`config.mk`:
```
export PLATFORM = sky130hd
export DESIGN_NAME = dws_sequencer
export DESIGN_NICKNAME = d
export VERILOG_FILES = /design/src/logic/dws_pkg.sv /design/src/logic/dws_sequencer.sv
export SDC_FILE = /design/constraint.sdc
export NUM_CORES = 1
export LEC_CHECK = 0
export ABC_AREA = 1
export BUFFER_PORTS_ARGS = -buffer_cell sky130_fd_sc_hd__buf_4
export CORE_MARGIN = 2
export CORE_UTILIZATION = 35
export CTS_CLUSTER_DIAMETER = 150
export CTS_CLUSTER_SIZE = 30
export DETAILED_ROUTE_END_ITERATION = 8
export HOLD_SLACK_MARGIN = 0.05
export PLACE_DENSITY = 0.64
export SETUP_SLACK_MARGIN = 0.05
export SYNTH_ARGS = -nofsm -noshare
export SYNTH_HDL_FRONTEND = slang
export SYNTH_SLANG_ARGS = --single-unit
```
`constraint.sdc`:
```
create_clock -name pclk -period 1.2 [get_ports pclk]
set_input_delay 0.18 -clock pclk [delete_from_list [all_inputs] [get_ports pclk]]
set_output_delay 0.18 -clock pclk [all_outputs]
set_load 0.01 [all_outputs]
```
`src/logic/dws_pkg.sv`:
```
// Purpose: shared constants and types for the dram wait state sequencer
// Assumes: apb slave with 32-bit data, one word per register
// Notes: field positions refer to dram_timing_config
package dws_pkg;
   // register byte offsets
   localparam logic [11:0] DWS_CFG_OFFSET = 12'h000;
   localparam logic [11:0] DWS_STATUS_OFFSET = 12'h004;
   // dram_timing_config layout and reset value
   localparam logic [15:0] DWS_CFG_RESET = 16'hffff;
   localparam int DWS_RD_FIRST_LSB = 0;
   localparam int DWS_RD_BEAT_LSB = 2;
   localparam int DWS_WR_FIRST_LSB = 4;
   localparam int DWS_WR_BEAT_LSB = 6;
   localparam int DWS_PRECHARGE_BIT = 8;
   localparam int DWS_REFRESH_PULSE_BIT = 9;
   localparam int DWS_ADS_DELAY_BIT = 10;
   localparam int DWS_CFG_WIDTH = 16;
   localparam int DWS_STATE_COUNT = 13;
   // status word layout
   localparam int DWS_STAT_PEND_BIT = 16;
   localparam int DWS_STAT_PEND_WR_BIT = 17;

   // codes form a gray sequence in declaration order, idle through precharge
   typedef enum logic [3:0] {
      DWS_IDLE = 4'h0,
      DWS_RFSH1 = 4'h1,
      DWS_RFSH2 = 4'h3,
      DWS_RFSH3 = 4'h2,
      DWS_RFSH4 = 4'h6,
      DWS_FIRST = 4'h7,
      DWS_RD2 = 4'h5,
      DWS_RD3 = 4'h4,
      DWS_RD4 = 4'hc,
      DWS_WR2 = 4'hd,
      DWS_WR3 = 4'hf,
      DWS_WR4 = 4'he,
      DWS_PRECHG = 4'ha
   } dws_state_type;

   // one indicator per state, bit order matches the status register
   typedef struct packed {
      logic precharge;
      logic [2:0] write_data_states;
      logic [2:0] read_data_states;
      logic first_data_state;
      logic [3:0] refresh_states;
      logic idle_state;
   } dws_ind_type;

   typedef struct packed {
      logic [31:0] prdata;
      logic pready;
      logic pslverr;
   } dws_apb_rsp_type;

   typedef struct packed {
      dws_state_type state;
      logic [DWS_CFG_WIDTH-1:0] cfg;
      logic pend;
      logic pend_wr;
      logic req_dly;
      dws_ind_type ind;
      dws_apb_rsp_type apb;
   } dws_regs_type;
endpackage

```
`src/logic/dws_sequencer.sv`:
```
// Purpose: dram controller state machine with configurable wait state profile
// Assumes: bus inputs synchronous to pclk; refresh_request held until refresh starts
// Notes: registers reached over apb; all outputs registered
// Function
// after reset dram_timing_config holds 0xffff, the slowest timing.
// the first profile element sets the waits between address cycle and first data.
// later profile elements set one common wait count between successive data beats.
// an access is one address cycle, first waits, one cycle per word, beat waits, recovery.
// the bus master may append recovery cycles after the last beat.
// a read picks its first wait path from read_first_waits: 11 longest, 10 shorter, 0x shortest.
// a continuing read picks its beat path from read_beat_waits: 1x, 01, 00 in falling length.
// a write picks its first wait path from write_first_waits: 11, 10, 0x in falling length.
// a continuing write picks its beat path from write_beat_waits: 1x longer, 0x shorter.
// on the last beat with precharge_select set the exit adds a precharge cycle.
// on the last beat with precharge_select clear the exit goes straight to idle.
// each state drives its own indicator output.
// a refresh request beats an access request arriving in the same cycle.
// refresh_pulse_select clear skips the third refresh state.
// precharge_select gives one idle cycle of precharge when clear and two when set.
// addr_strobe_n low with the top two address bits 00 starts a dram request.
// after the last refresh or precharge state the machine idles and serves a pending access.
`timescale 1ns/1ps
module dws_sequencer
   import dws_pkg::*;
(
   input wire logic pclk,
   input wire logic presetn,
   input wire logic clk_en,
   input wire logic psel,
   input wire logic penable,
   input wire logic pwrite,
   input wire logic [11:0] paddr,
   input wire logic [31:0] pwdata,
   input wire logic [3:0] pstrb,
   output logic [31:0] prdata,
   output logic pready,
   output logic pslverr,
   input wire logic addr_strobe_n,
   input wire logic [1:0] addr_top,
   input wire logic write_not_read,
   input wire logic burst_last_n,
   input wire logic refresh_request,
   output dws_ind_type state_ind
);
   dws_regs_type r_r;
   dws_regs_type r_nxt;

   function automatic dws_ind_type decode(input dws_state_type s);
      dws_ind_type d;
      d = '0;
      unique case (s)
         DWS_IDLE:
         begin
            d.idle_state = 1'b1;
         end
         DWS_RFSH1:
         begin
            d.refresh_states[0] = 1'b1;
         end
         DWS_RFSH2:
         begin
            d.refresh_states[1] = 1'b1;
         end
         DWS_RFSH3:
         begin
            d.refresh_states[2] = 1'b1;
         end
         DWS_RFSH4:
         begin
            d.refresh_states[3] = 1'b1;
         end
         DWS_FIRST:
         begin
            d.first_data_state = 1'b1;
         end
         DWS_RD2:
         begin
            d.read_data_states[0] = 1'b1;
         end
         DWS_RD3:
         begin
            d.read_data_states[1] = 1'b1;
         end
         DWS_RD4:
         begin
            d.read_data_states[2] = 1'b1;
         end
         DWS_WR2:
         begin
            d.write_data_states[0] = 1'b1;
         end
         DWS_WR3:
         begin
            d.write_data_states[1] = 1'b1;
         end
         DWS_WR4:
         begin
            d.write_data_states[2] = 1'b1;
         end
         DWS_PRECHG:
         begin
            d.precharge = 1'b1;
         end
         default:
         begin
            d.idle_state = 1'b1;
         end
      endcase
      return d;
   endfunction

   always_comb
   begin
      logic req_raw;
      logic req_now;
      logic req_wr;
      logic any_req;
      logic take;
      logic last;
      logic [1:0] rd_first;
      logic [1:0] rd_beat;
      logic [1:0] wr_first;
      logic [1:0] wr_beat;
      logic apb_hit;
      logic is_cfg;
      logic is_stat;
      logic [31:0] rdata;
      req_raw = 1'b0;
      req_now = 1'b0;
      req_wr = 1'b0;
      any_req = 1'b0;
      take = 1'b0;
      last = 1'b0;
      rd_first = '0;
      rd_beat = '0;
      wr_first = '0;
      wr_beat = '0;
      apb_hit = 1'b0;
      is_cfg = 1'b0;
      is_stat = 1'b0;
      rdata = '0;
      r_nxt = r_r;

      rd_first = r_r.cfg[DWS_RD_FIRST_LSB +: 2];
      rd_beat = r_r.cfg[DWS_RD_BEAT_LSB +: 2];
      wr_first = r_r.cfg[DWS_WR_FIRST_LSB +: 2];
      wr_beat = r_r.cfg[DWS_WR_BEAT_LSB +: 2];
      last = ~burst_last_n;

      // request seen now or one cycle late, so slow address decode can settle
      req_raw = ~addr_strobe_n && (addr_top == 2'b00);
      r_nxt.req_dly = req_raw;
      req_now = r_r.cfg[DWS_ADS_DELAY_BIT] ? r_r.req_dly : req_raw;
      // the delayed path relies on the master holding its direction for that cycle
      req_wr = req_now ? write_not_read : r_r.pend_wr;
      any_req = r_r.pend | req_now;

      unique case (r_r.state)
         DWS_IDLE:
         begin
            if (refresh_request)
            begin
               r_nxt.state = DWS_RFSH1;
            end
            else if (any_req)
            begin
               take = 1'b1;
               r_nxt.state = DWS_FIRST;
            end
         end
         DWS_RFSH1:
         begin
            r_nxt.state = DWS_RFSH2;
         end
         DWS_RFSH2:
         begin
            if (r_r.cfg[DWS_REFRESH_PULSE_BIT])
            begin
               r_nxt.state = DWS_RFSH3;
            end
            else
            begin
               r_nxt.state = DWS_RFSH4;
            end
         end
         DWS_RFSH3:
         begin
            r_nxt.state = DWS_RFSH4;
         end
         DWS_RFSH4:
         begin
            r_nxt.state = DWS_IDLE;
         end
         DWS_FIRST:
         begin
            // first wait cycle is this state; later states add the longer paths
            if (r_r.pend_wr)
            begin
               unique case (wr_first)
                  2'b11: r_nxt.state = DWS_WR2;
                  2'b10: r_nxt.state = DWS_WR3;
                  2'b01, 2'b00: r_nxt.state = DWS_WR4;
               endcase
            end
            else
            begin
               unique case (rd_first)
                  2'b11: r_nxt.state = DWS_RD2;
                  2'b10: r_nxt.state = DWS_RD3;
                  2'b01, 2'b00: r_nxt.state = DWS_RD4;
               endcase
            end
         end
         DWS_RD2:
         begin
            r_nxt.state = DWS_RD3;
         end
         DWS_RD3:
         begin
            r_nxt.state = DWS_RD4;
         end
         DWS_RD4:
         begin
            if (last)
            begin
               if (r_r.cfg[DWS_PRECHARGE_BIT])
               begin
                  r_nxt.state = DWS_PRECHG;
               end
               else
               begin
                  r_nxt.state = DWS_IDLE;
               end
            end
            else if (rd_beat[1])
            begin
               r_nxt.state = DWS_RD2;
            end
            else if (rd_beat[0])
            begin
               r_nxt.state = DWS_RD3;
            end
            else
            begin
               r_nxt.state = DWS_RD4;
            end
         end
         DWS_WR2:
         begin
            r_nxt.state = DWS_WR3;
         end
         DWS_WR3:
         begin
            r_nxt.state = DWS_WR4;
         end
         DWS_WR4:
         begin
            if (last)
            begin
               if (r_r.cfg[DWS_PRECHARGE_BIT])
               begin
                  r_nxt.state = DWS_PRECHG;
               end
               else
               begin
                  r_nxt.state = DWS_IDLE;
               end
            end
            else if (wr_beat[1])
            begin
               r_nxt.state = DWS_WR2;
            end
            else
            begin
               r_nxt.state = DWS_WR3;
            end
         end
         // idle after this gives the second precharge cycle
         DWS_PRECHG:
         begin
            r_nxt.state = DWS_IDLE;
         end
         default:
         begin
            r_nxt.state = DWS_IDLE;
         end
      endcase

      // a request arriving during refresh or a burst waits here
      if (take)
      begin
         r_nxt.pend = 1'b0;
         r_nxt.pend_wr = req_wr;
      end
      else
      begin
         r_nxt.pend = any_req;
         r_nxt.pend_wr = req_wr;
      end

      r_nxt.ind = decode(r_nxt.state);

      // apb: one wait cycle in the access phase, answer from a flop
      is_cfg = paddr == DWS_CFG_OFFSET;
      is_stat = paddr == DWS_STATUS_OFFSET;
      apb_hit = psel && penable && r_r.apb.pready;
      if (apb_hit && pwrite && is_cfg)
      begin
         if (pstrb[0])
         begin
            r_nxt.cfg[7:0] = pwdata[7:0];
         end
         if (pstrb[1])
         begin
            r_nxt.cfg[15:8] = pwdata[15:8];
         end
      end
      if (is_cfg)
      begin
         rdata = {16'h0000, r_r.cfg};
      end
      else if (is_stat)
      begin
         rdata = 32'h0000_0000;
         rdata[DWS_STATE_COUNT-1:0] = r_r.ind;
         rdata[DWS_STAT_PEND_BIT] = r_r.pend;
         rdata[DWS_STAT_PEND_WR_BIT] = r_r.pend_wr;
      end
      r_nxt.apb.pready = psel && penable && !r_r.apb.pready;
      r_nxt.apb.prdata = (psel && penable && !r_r.apb.pready && !pwrite) ? rdata : 32'h0000_0000;
      // status is read only; writes there and any unmapped access answer with an error
      r_nxt.apb.pslverr = psel && penable && !r_r.apb.pready && !(is_cfg || (is_stat && !pwrite));
   end

   always_ff @(posedge pclk or negedge presetn)
   begin
      if (!presetn)
      begin
         r_r <= '{state: DWS_IDLE, cfg: DWS_CFG_RESET, pend: 1'b0, pend_wr: 1'b0,
                  req_dly: 1'b0, ind: 13'h0001, apb: '0};
      end
      else if (clk_en)
      begin
         r_r <= r_nxt;
      end
   end

   assign prdata = r_r.apb.prdata;
   assign pready = r_r.apb.pready;
   assign pslverr = r_r.apb.pslverr;
   assign state_ind = r_r.ind;
endmodule // dws_sequencer

```
# Word level (Yosys, flattened, before mapping)
# Cells that the tools add are included.
# W data, S select, Z words.
[op_classes] eq_ne=29 muxes=35 bitwise_logic=2 reduce_logical=23
[op_table] op="$pmux W4 S11" count=1
[op_table] op="$eq A4 B4 Y1 const B" count=9
[op_table] op="$mux W18" count=2
[op_table] op="$mux W32" count=1
[op_table] op="$mux W4" count=8
[op_table] op="$eq A4 B3 Y1 const B" count=7
[op_table] op="$pmux W4 S3" count=2
[op_table] op="$mux W1" count=18
[op_table] op="$eq A4 B2 Y1 const B" count=4
[op_table] op="$eq A12 B3 Y1 const B" count=1
[op_table] op="$logic_not A12 Y1" count=1
[op_table] op="$reduce_or A12 Y1" count=1
[op_table] op="$logic_and A1 B1 Y1" count=9
[op_table] op="$eq A2 B2 Y1 const B" count=4
[op_table] op="$eq A4 B1 Y1 const B" count=2
[op_table] op="$logic_not A2 Y1" count=3
[op_table] op="$reduce_and A3 Y1" count=2
[op_table] op="$eq A2 B1 Y1 const B" count=2
[op_table] op="$logic_not A4 Y1" count=1
[op_table] op="$mux W2" count=2
[op_table] op="$reduce_or A2 Y1" count=2
[op_table] op="$logic_not A1 Y1" count=3
[op_table] op="$mux W3" count=1
[op_table] op="$logic_or A1 B1 Y1" count=1
[op_table] op="other kinds (2)" count=2
[totals] ff_bits=70 out_inout_bits=47

# Logic depth before layout (Yosys ltp)
[depth] depth_word=10 ltp_mapped=12 mapped_depth_nobuf=11

# Worst setup path before layout
# OpenSTA, ideal clock, no wires.
[synth_path] path_type="reg-to-reg" from="reg r_r (netlist bit pready)" to="reg r_r[56] in the netlist's numbering" arrival_ps=1277 t_required_ps=1124 setup_slack_ps=-153 stages_incl_launch_ff=7 path_buffers=1 path_cell_list="dfrtp_1 inv_2 nor4_4 nand3_2 buf_6 nand2_1 o21ai_2"
[synth_between] elab_chain_cells=4
[synth_lines] item="from (decl)" line="dws_sequencer.sv:45" text="dws_regs_type r_r;"
[synth_lines] item="from (signal assigned)" line="dws_sequencer.sv:339" text="r_r <= '{state: DWS_IDLE, cfg: DWS_CFG_RESET, pend: 1'b0, pend_wr: 1'b0,"
[synth_lines] item="from (signal assigned)" line="dws_sequencer.sv:344" text="r_r <= r_nxt;"
[synth_lines] item="$logic_and A1 B1 Y1" line="dws_sequencer.sv:306" text="apb_hit = psel && penable && r_r.apb.pready;"
[synth_lines] item="$logic_and A1 B1 Y1 (2 in a row)" line="dws_sequencer.sv:307" text="if (apb_hit && pwrite && is_cfg)"
[synth_lines] item="$reduce_and A3 Y1 (no source line)"
# No other way between the ends.
# A chain may end at the register's enable or synchronous reset.

# Final worst setup path
[layout_path] from="reg r_r[60] in the netlist's numbering" to="reg r_r (netlist bit state_ind[1])"
[layout_between] elab_chain_cells=7
[layout_lines] item="$mux W1" line="dws_sequencer.sv:153" text="req_now = r_r.cfg[DWS_ADS_DELAY_BIT] ? r_r.req_dly : req_raw;"
[layout_lines] item="$or A1 B1 Y1" line="dws_sequencer.sv:156" text="any_req = r_r.pend | req_now;"
[layout_lines] item="$mux W4" line="dws_sequencer.sv:165" text="else if (any_req)"
[layout_lines] item="$mux W4" line="dws_sequencer.sv:161" text="if (refresh_request)"
[layout_lines] item="$pmux W4 S11" line="dws_sequencer.sv:158" text="unique case (r_r.state)"
[layout_lines] item="$eq A4 B1 Y1" line="dws_sequencer.sv:51" text="unique case (s)"
[layout_lines] item="$mux W1" line="dws_sequencer.sv:51"
# No other way between the ends.

==> summary.md <==
| Metric | Value |
|---|---|
| Status | `finished with violations` |
| Failing checks | `setup timing` |
| Initial Util | `about 36%` |
| Setup Skew | `12.31 ps` |
| CTS max path bufs | `2` |
| Die ar. | `9922 um2` |
| Crit path kind | `flop to flop` |
| Post-route cell area | `4503 um2` |
| Num CTS Buffers | `5` |
| Final Net Count | `between 500 and 600` |
| Final Wtd Congestion | `about 0.87` |
| Vias in the first global route | `between 2000 and 3000` |
| FF+latch count, synth | `56` |
| Die Wd | `99.61 um` |
| Setup crit start kind | `flop` |
| Number of fill cells | `850` |
| Mean routed wirelength per cell | `13.89 um` |
| Hold crit path type | `primary input to flop` |
| # port buffers | `74` |
| Number of max-cap violations | `0` |
| CP arrival | `1790 ps` |
| Pwr/cell area | `approximately 1300 nW/um2` |
| Crit. End Element | `flop` |
| Drt pass-1 iters | `4` |
| Post-Route M1 WL | `3.506 mm` |
| Synth Cell Area | `3199 um2` |
| Vias per cell | `4.663` |
| Post-route ant nets | `0` |
| P_leak | `0.002436 uW` |
| Metal2 WL | `between 4 and 5 mm` |
| Utilization after layout | `51.14%` |
| Max-slew violations | `0` |
| CP cell instances | `inv_2 > nand3_2 > nand3_1 > nand3_4 > inv_2 > nor2_4 > buf_4 > nand3_1 > nand2_1` |
| Slowest-stage cell, CP | `dfstp_2` |
| Final setup viols | `39` |
| DR vias | `2784` |
| Area Growth Syn to Fin | `40.75%` |
| FP Rows | `34` |
| WL final | `8.294 mm` |
| Met3 Routed Length | `~330 um` |
| Fin. Hold Viols | `0` |
| Crit path required time | `1470 ps` |
| Largest net degree at the start of global routing | `57` |
| Synthesis warning total | `0` |
| Clock sinks | `56` |
| H-tree Lvls | `2` |
| F_max | `657.8 MHz` |
| Syn_area_per_cell | `around 8 um2` |
| Cell variety after synth | `34` |
| Die span in y | `99.61 um` |
| First-pass GRT wire length | `~14 mm` |
| Clock latency on the worst-skew pair | `320 ps` |
| Critical path's largest stage delay | `570 ps` |
| Placed Instance Area | `3916 um2` |
| DR top layer | `met4` |
| Final HPWL DP | `6.047 mm` |
| RSZ-0062 raised after global routing | `true` |
| Clock-pin slew on the worst setup and hold paths | `110 ps` |
| Final setup margin | `-320.2 ps` |
| Post-layout min period | `1520 ps` |
| Mapped Cells | `398` |
| DRC | `0` |
| Core area | `8806 um2` |
| GRT Total Usage | `roughly 17%` |
| Layout cells sized above 1 | `roughly 55%` |
| Fin crit share | `126.7%` |
| DR iter-0 viols | `103` |
| CP Max Fanout | `7` |
| Ports | `107` |
| Peak supply drop | `0.5345 mV` |
| Initial antenna violation count | `0` |
| CTS tree | `done` |
| Clock Tree Root | `clkbuf_8` |
| Sequential area share after synthesis | `44.47%` |
| N_diodes | `0` |
| Total grt overflow | `0` |
where the power goes:
part | total, uW | switching (uW) | internal (uW)
logic | 2490 | 1380 | 1110
clock network | 1110 | 680 | 431
registers | 2420 | 301 | 2120
registers in the layout, summed over array words and instances, names as in the netlist:
| signal | flops |
|---|---|
| r_r | 23 |
| state_ind | 13 |
| pslverr | 1 |
| prdata | 18 |
| pready | 1 |
final timing paths:
kind	start	end	slack, ps	cells after the start
setup reg to reg	r_r[60]	state_ind[1]	-320	9
setup / recovery	r_r[60]	state_ind[1]	-320	9
hold / removal	pwdata[14]	r_r[64]	60	3
max in group asynchronous	presetn	r_r[54]	510	3
min in group asynchronous	presetn	prdata[12]	380	3
hold reg to reg	r_r[65]	r_r[65]	480	2
worst max-delay path: cells and delay by family (launching register included):
kind | cells | cell delay [ps]
and+or+nand+nor | 6 | 650
DFF | 1 | 570
buffers and inverters | 3 | 240
per-layer routing:
layer,vias to the layer above,track usage (%)
li1,1381,-
met1,1312,22.22
met2,80,29.47
met3,11,2.600
met4,0,4.742
met5,-,0
final cells by class:
type | instances | area (um2) | share of cell area, %
multi-input cells | 255 | 1613 | 35.82
flip-flops and latches | 56 | 1430 | 31.76
repair buffers | 126 | 1054 | 23.40
inverters | 44 | 175.2 | 3.890
well taps | 108 | 135.1 | 3.001
clock buffers | 5 | 68.82 | 1.528
clock inverters | 3 | 27.53 | 0.6113
timing repair:
action | in CTS | in global routing
pin swaps | 21 | 29
hold buffers | 1 | 0
hold endpoints to repair | 39 | 0
setup buffers | 7 | 4
resized for setup | 62 | 38
setup endpoints to repair | 47 | 56
cloned | 1 | 0
cell families (layout without fill, tap and decap cells):
family,after synthesis,in the layout,share of synthesized area [%]
DFF,56,56,44.47
buffers and inverters,100,178,18.03
and+or+nand+nor,204,204,29.02
AOI/OAI and AO/OA,37,37,8.369
other,1,14,0.1172
synth_stat cells, drive strengths merged:
cell type  number  area, um2
dfrtp          39      975.9
buf            54      402.9
nor3            2      21.27
nand2         119      454.2
dfstp          17      446.7
o31ai           1      7.510
a22o            3      26.28
conb            1      3.750
nand3          44      230.2
clkinv          1      5.000
nand4           3      18.77
a32oi           1      8.760
clkbuf          2      7.510
a21oi           3      15.01
nor4            3      40.04
or2             1      6.260
and2            1      6.260
inv            43      161.4
o21bai          2      15.01
nor2           31      151.4
o21ai          27      195.2
cell usage in the layout (no fill, tap or decap), types with 6 or more instances in the layout:
master	Yosys	layout
dfrtp_1	39	33
conb_1	1	14
nand2_1	116	83
nand3_1	42	17
nor2_1	21	17
o21ai_2	16	18
nand3_2	2	21
nand2_2	3	24
dfstp_2	17	17
o21ai_1	2	6
nor2_2	8	6
inv_2	7	12
buf_4	46	114
nand3_4	0	6
dfrtp_2	0	6
nor2_4	2	8
inv_1	36	29
nand2_4	0	12
stage by stage:
step / worst slack [ps] / total power (uW) / std cells / hold WS [ps] / setup TNS [ps]
after global placement: -385.7 / 4376 / 576 / 187.8 / -6166
after detailed placement: -427.4 / 4421 / 576 / 192.0 / -7660
final: -320.2 / 6015 / 597 / 64.99 / -4319
after global routing: -436.6 / 6426 / 597 / 54.59 / -7537
after floorplan: -111.4 / 3733 / 411 / -115.6 / -721.4
after CTS: -286.3 / 5847 / 593 / 56.05 / -3776
Note: power is estimated with default switching activity, not from simulation.
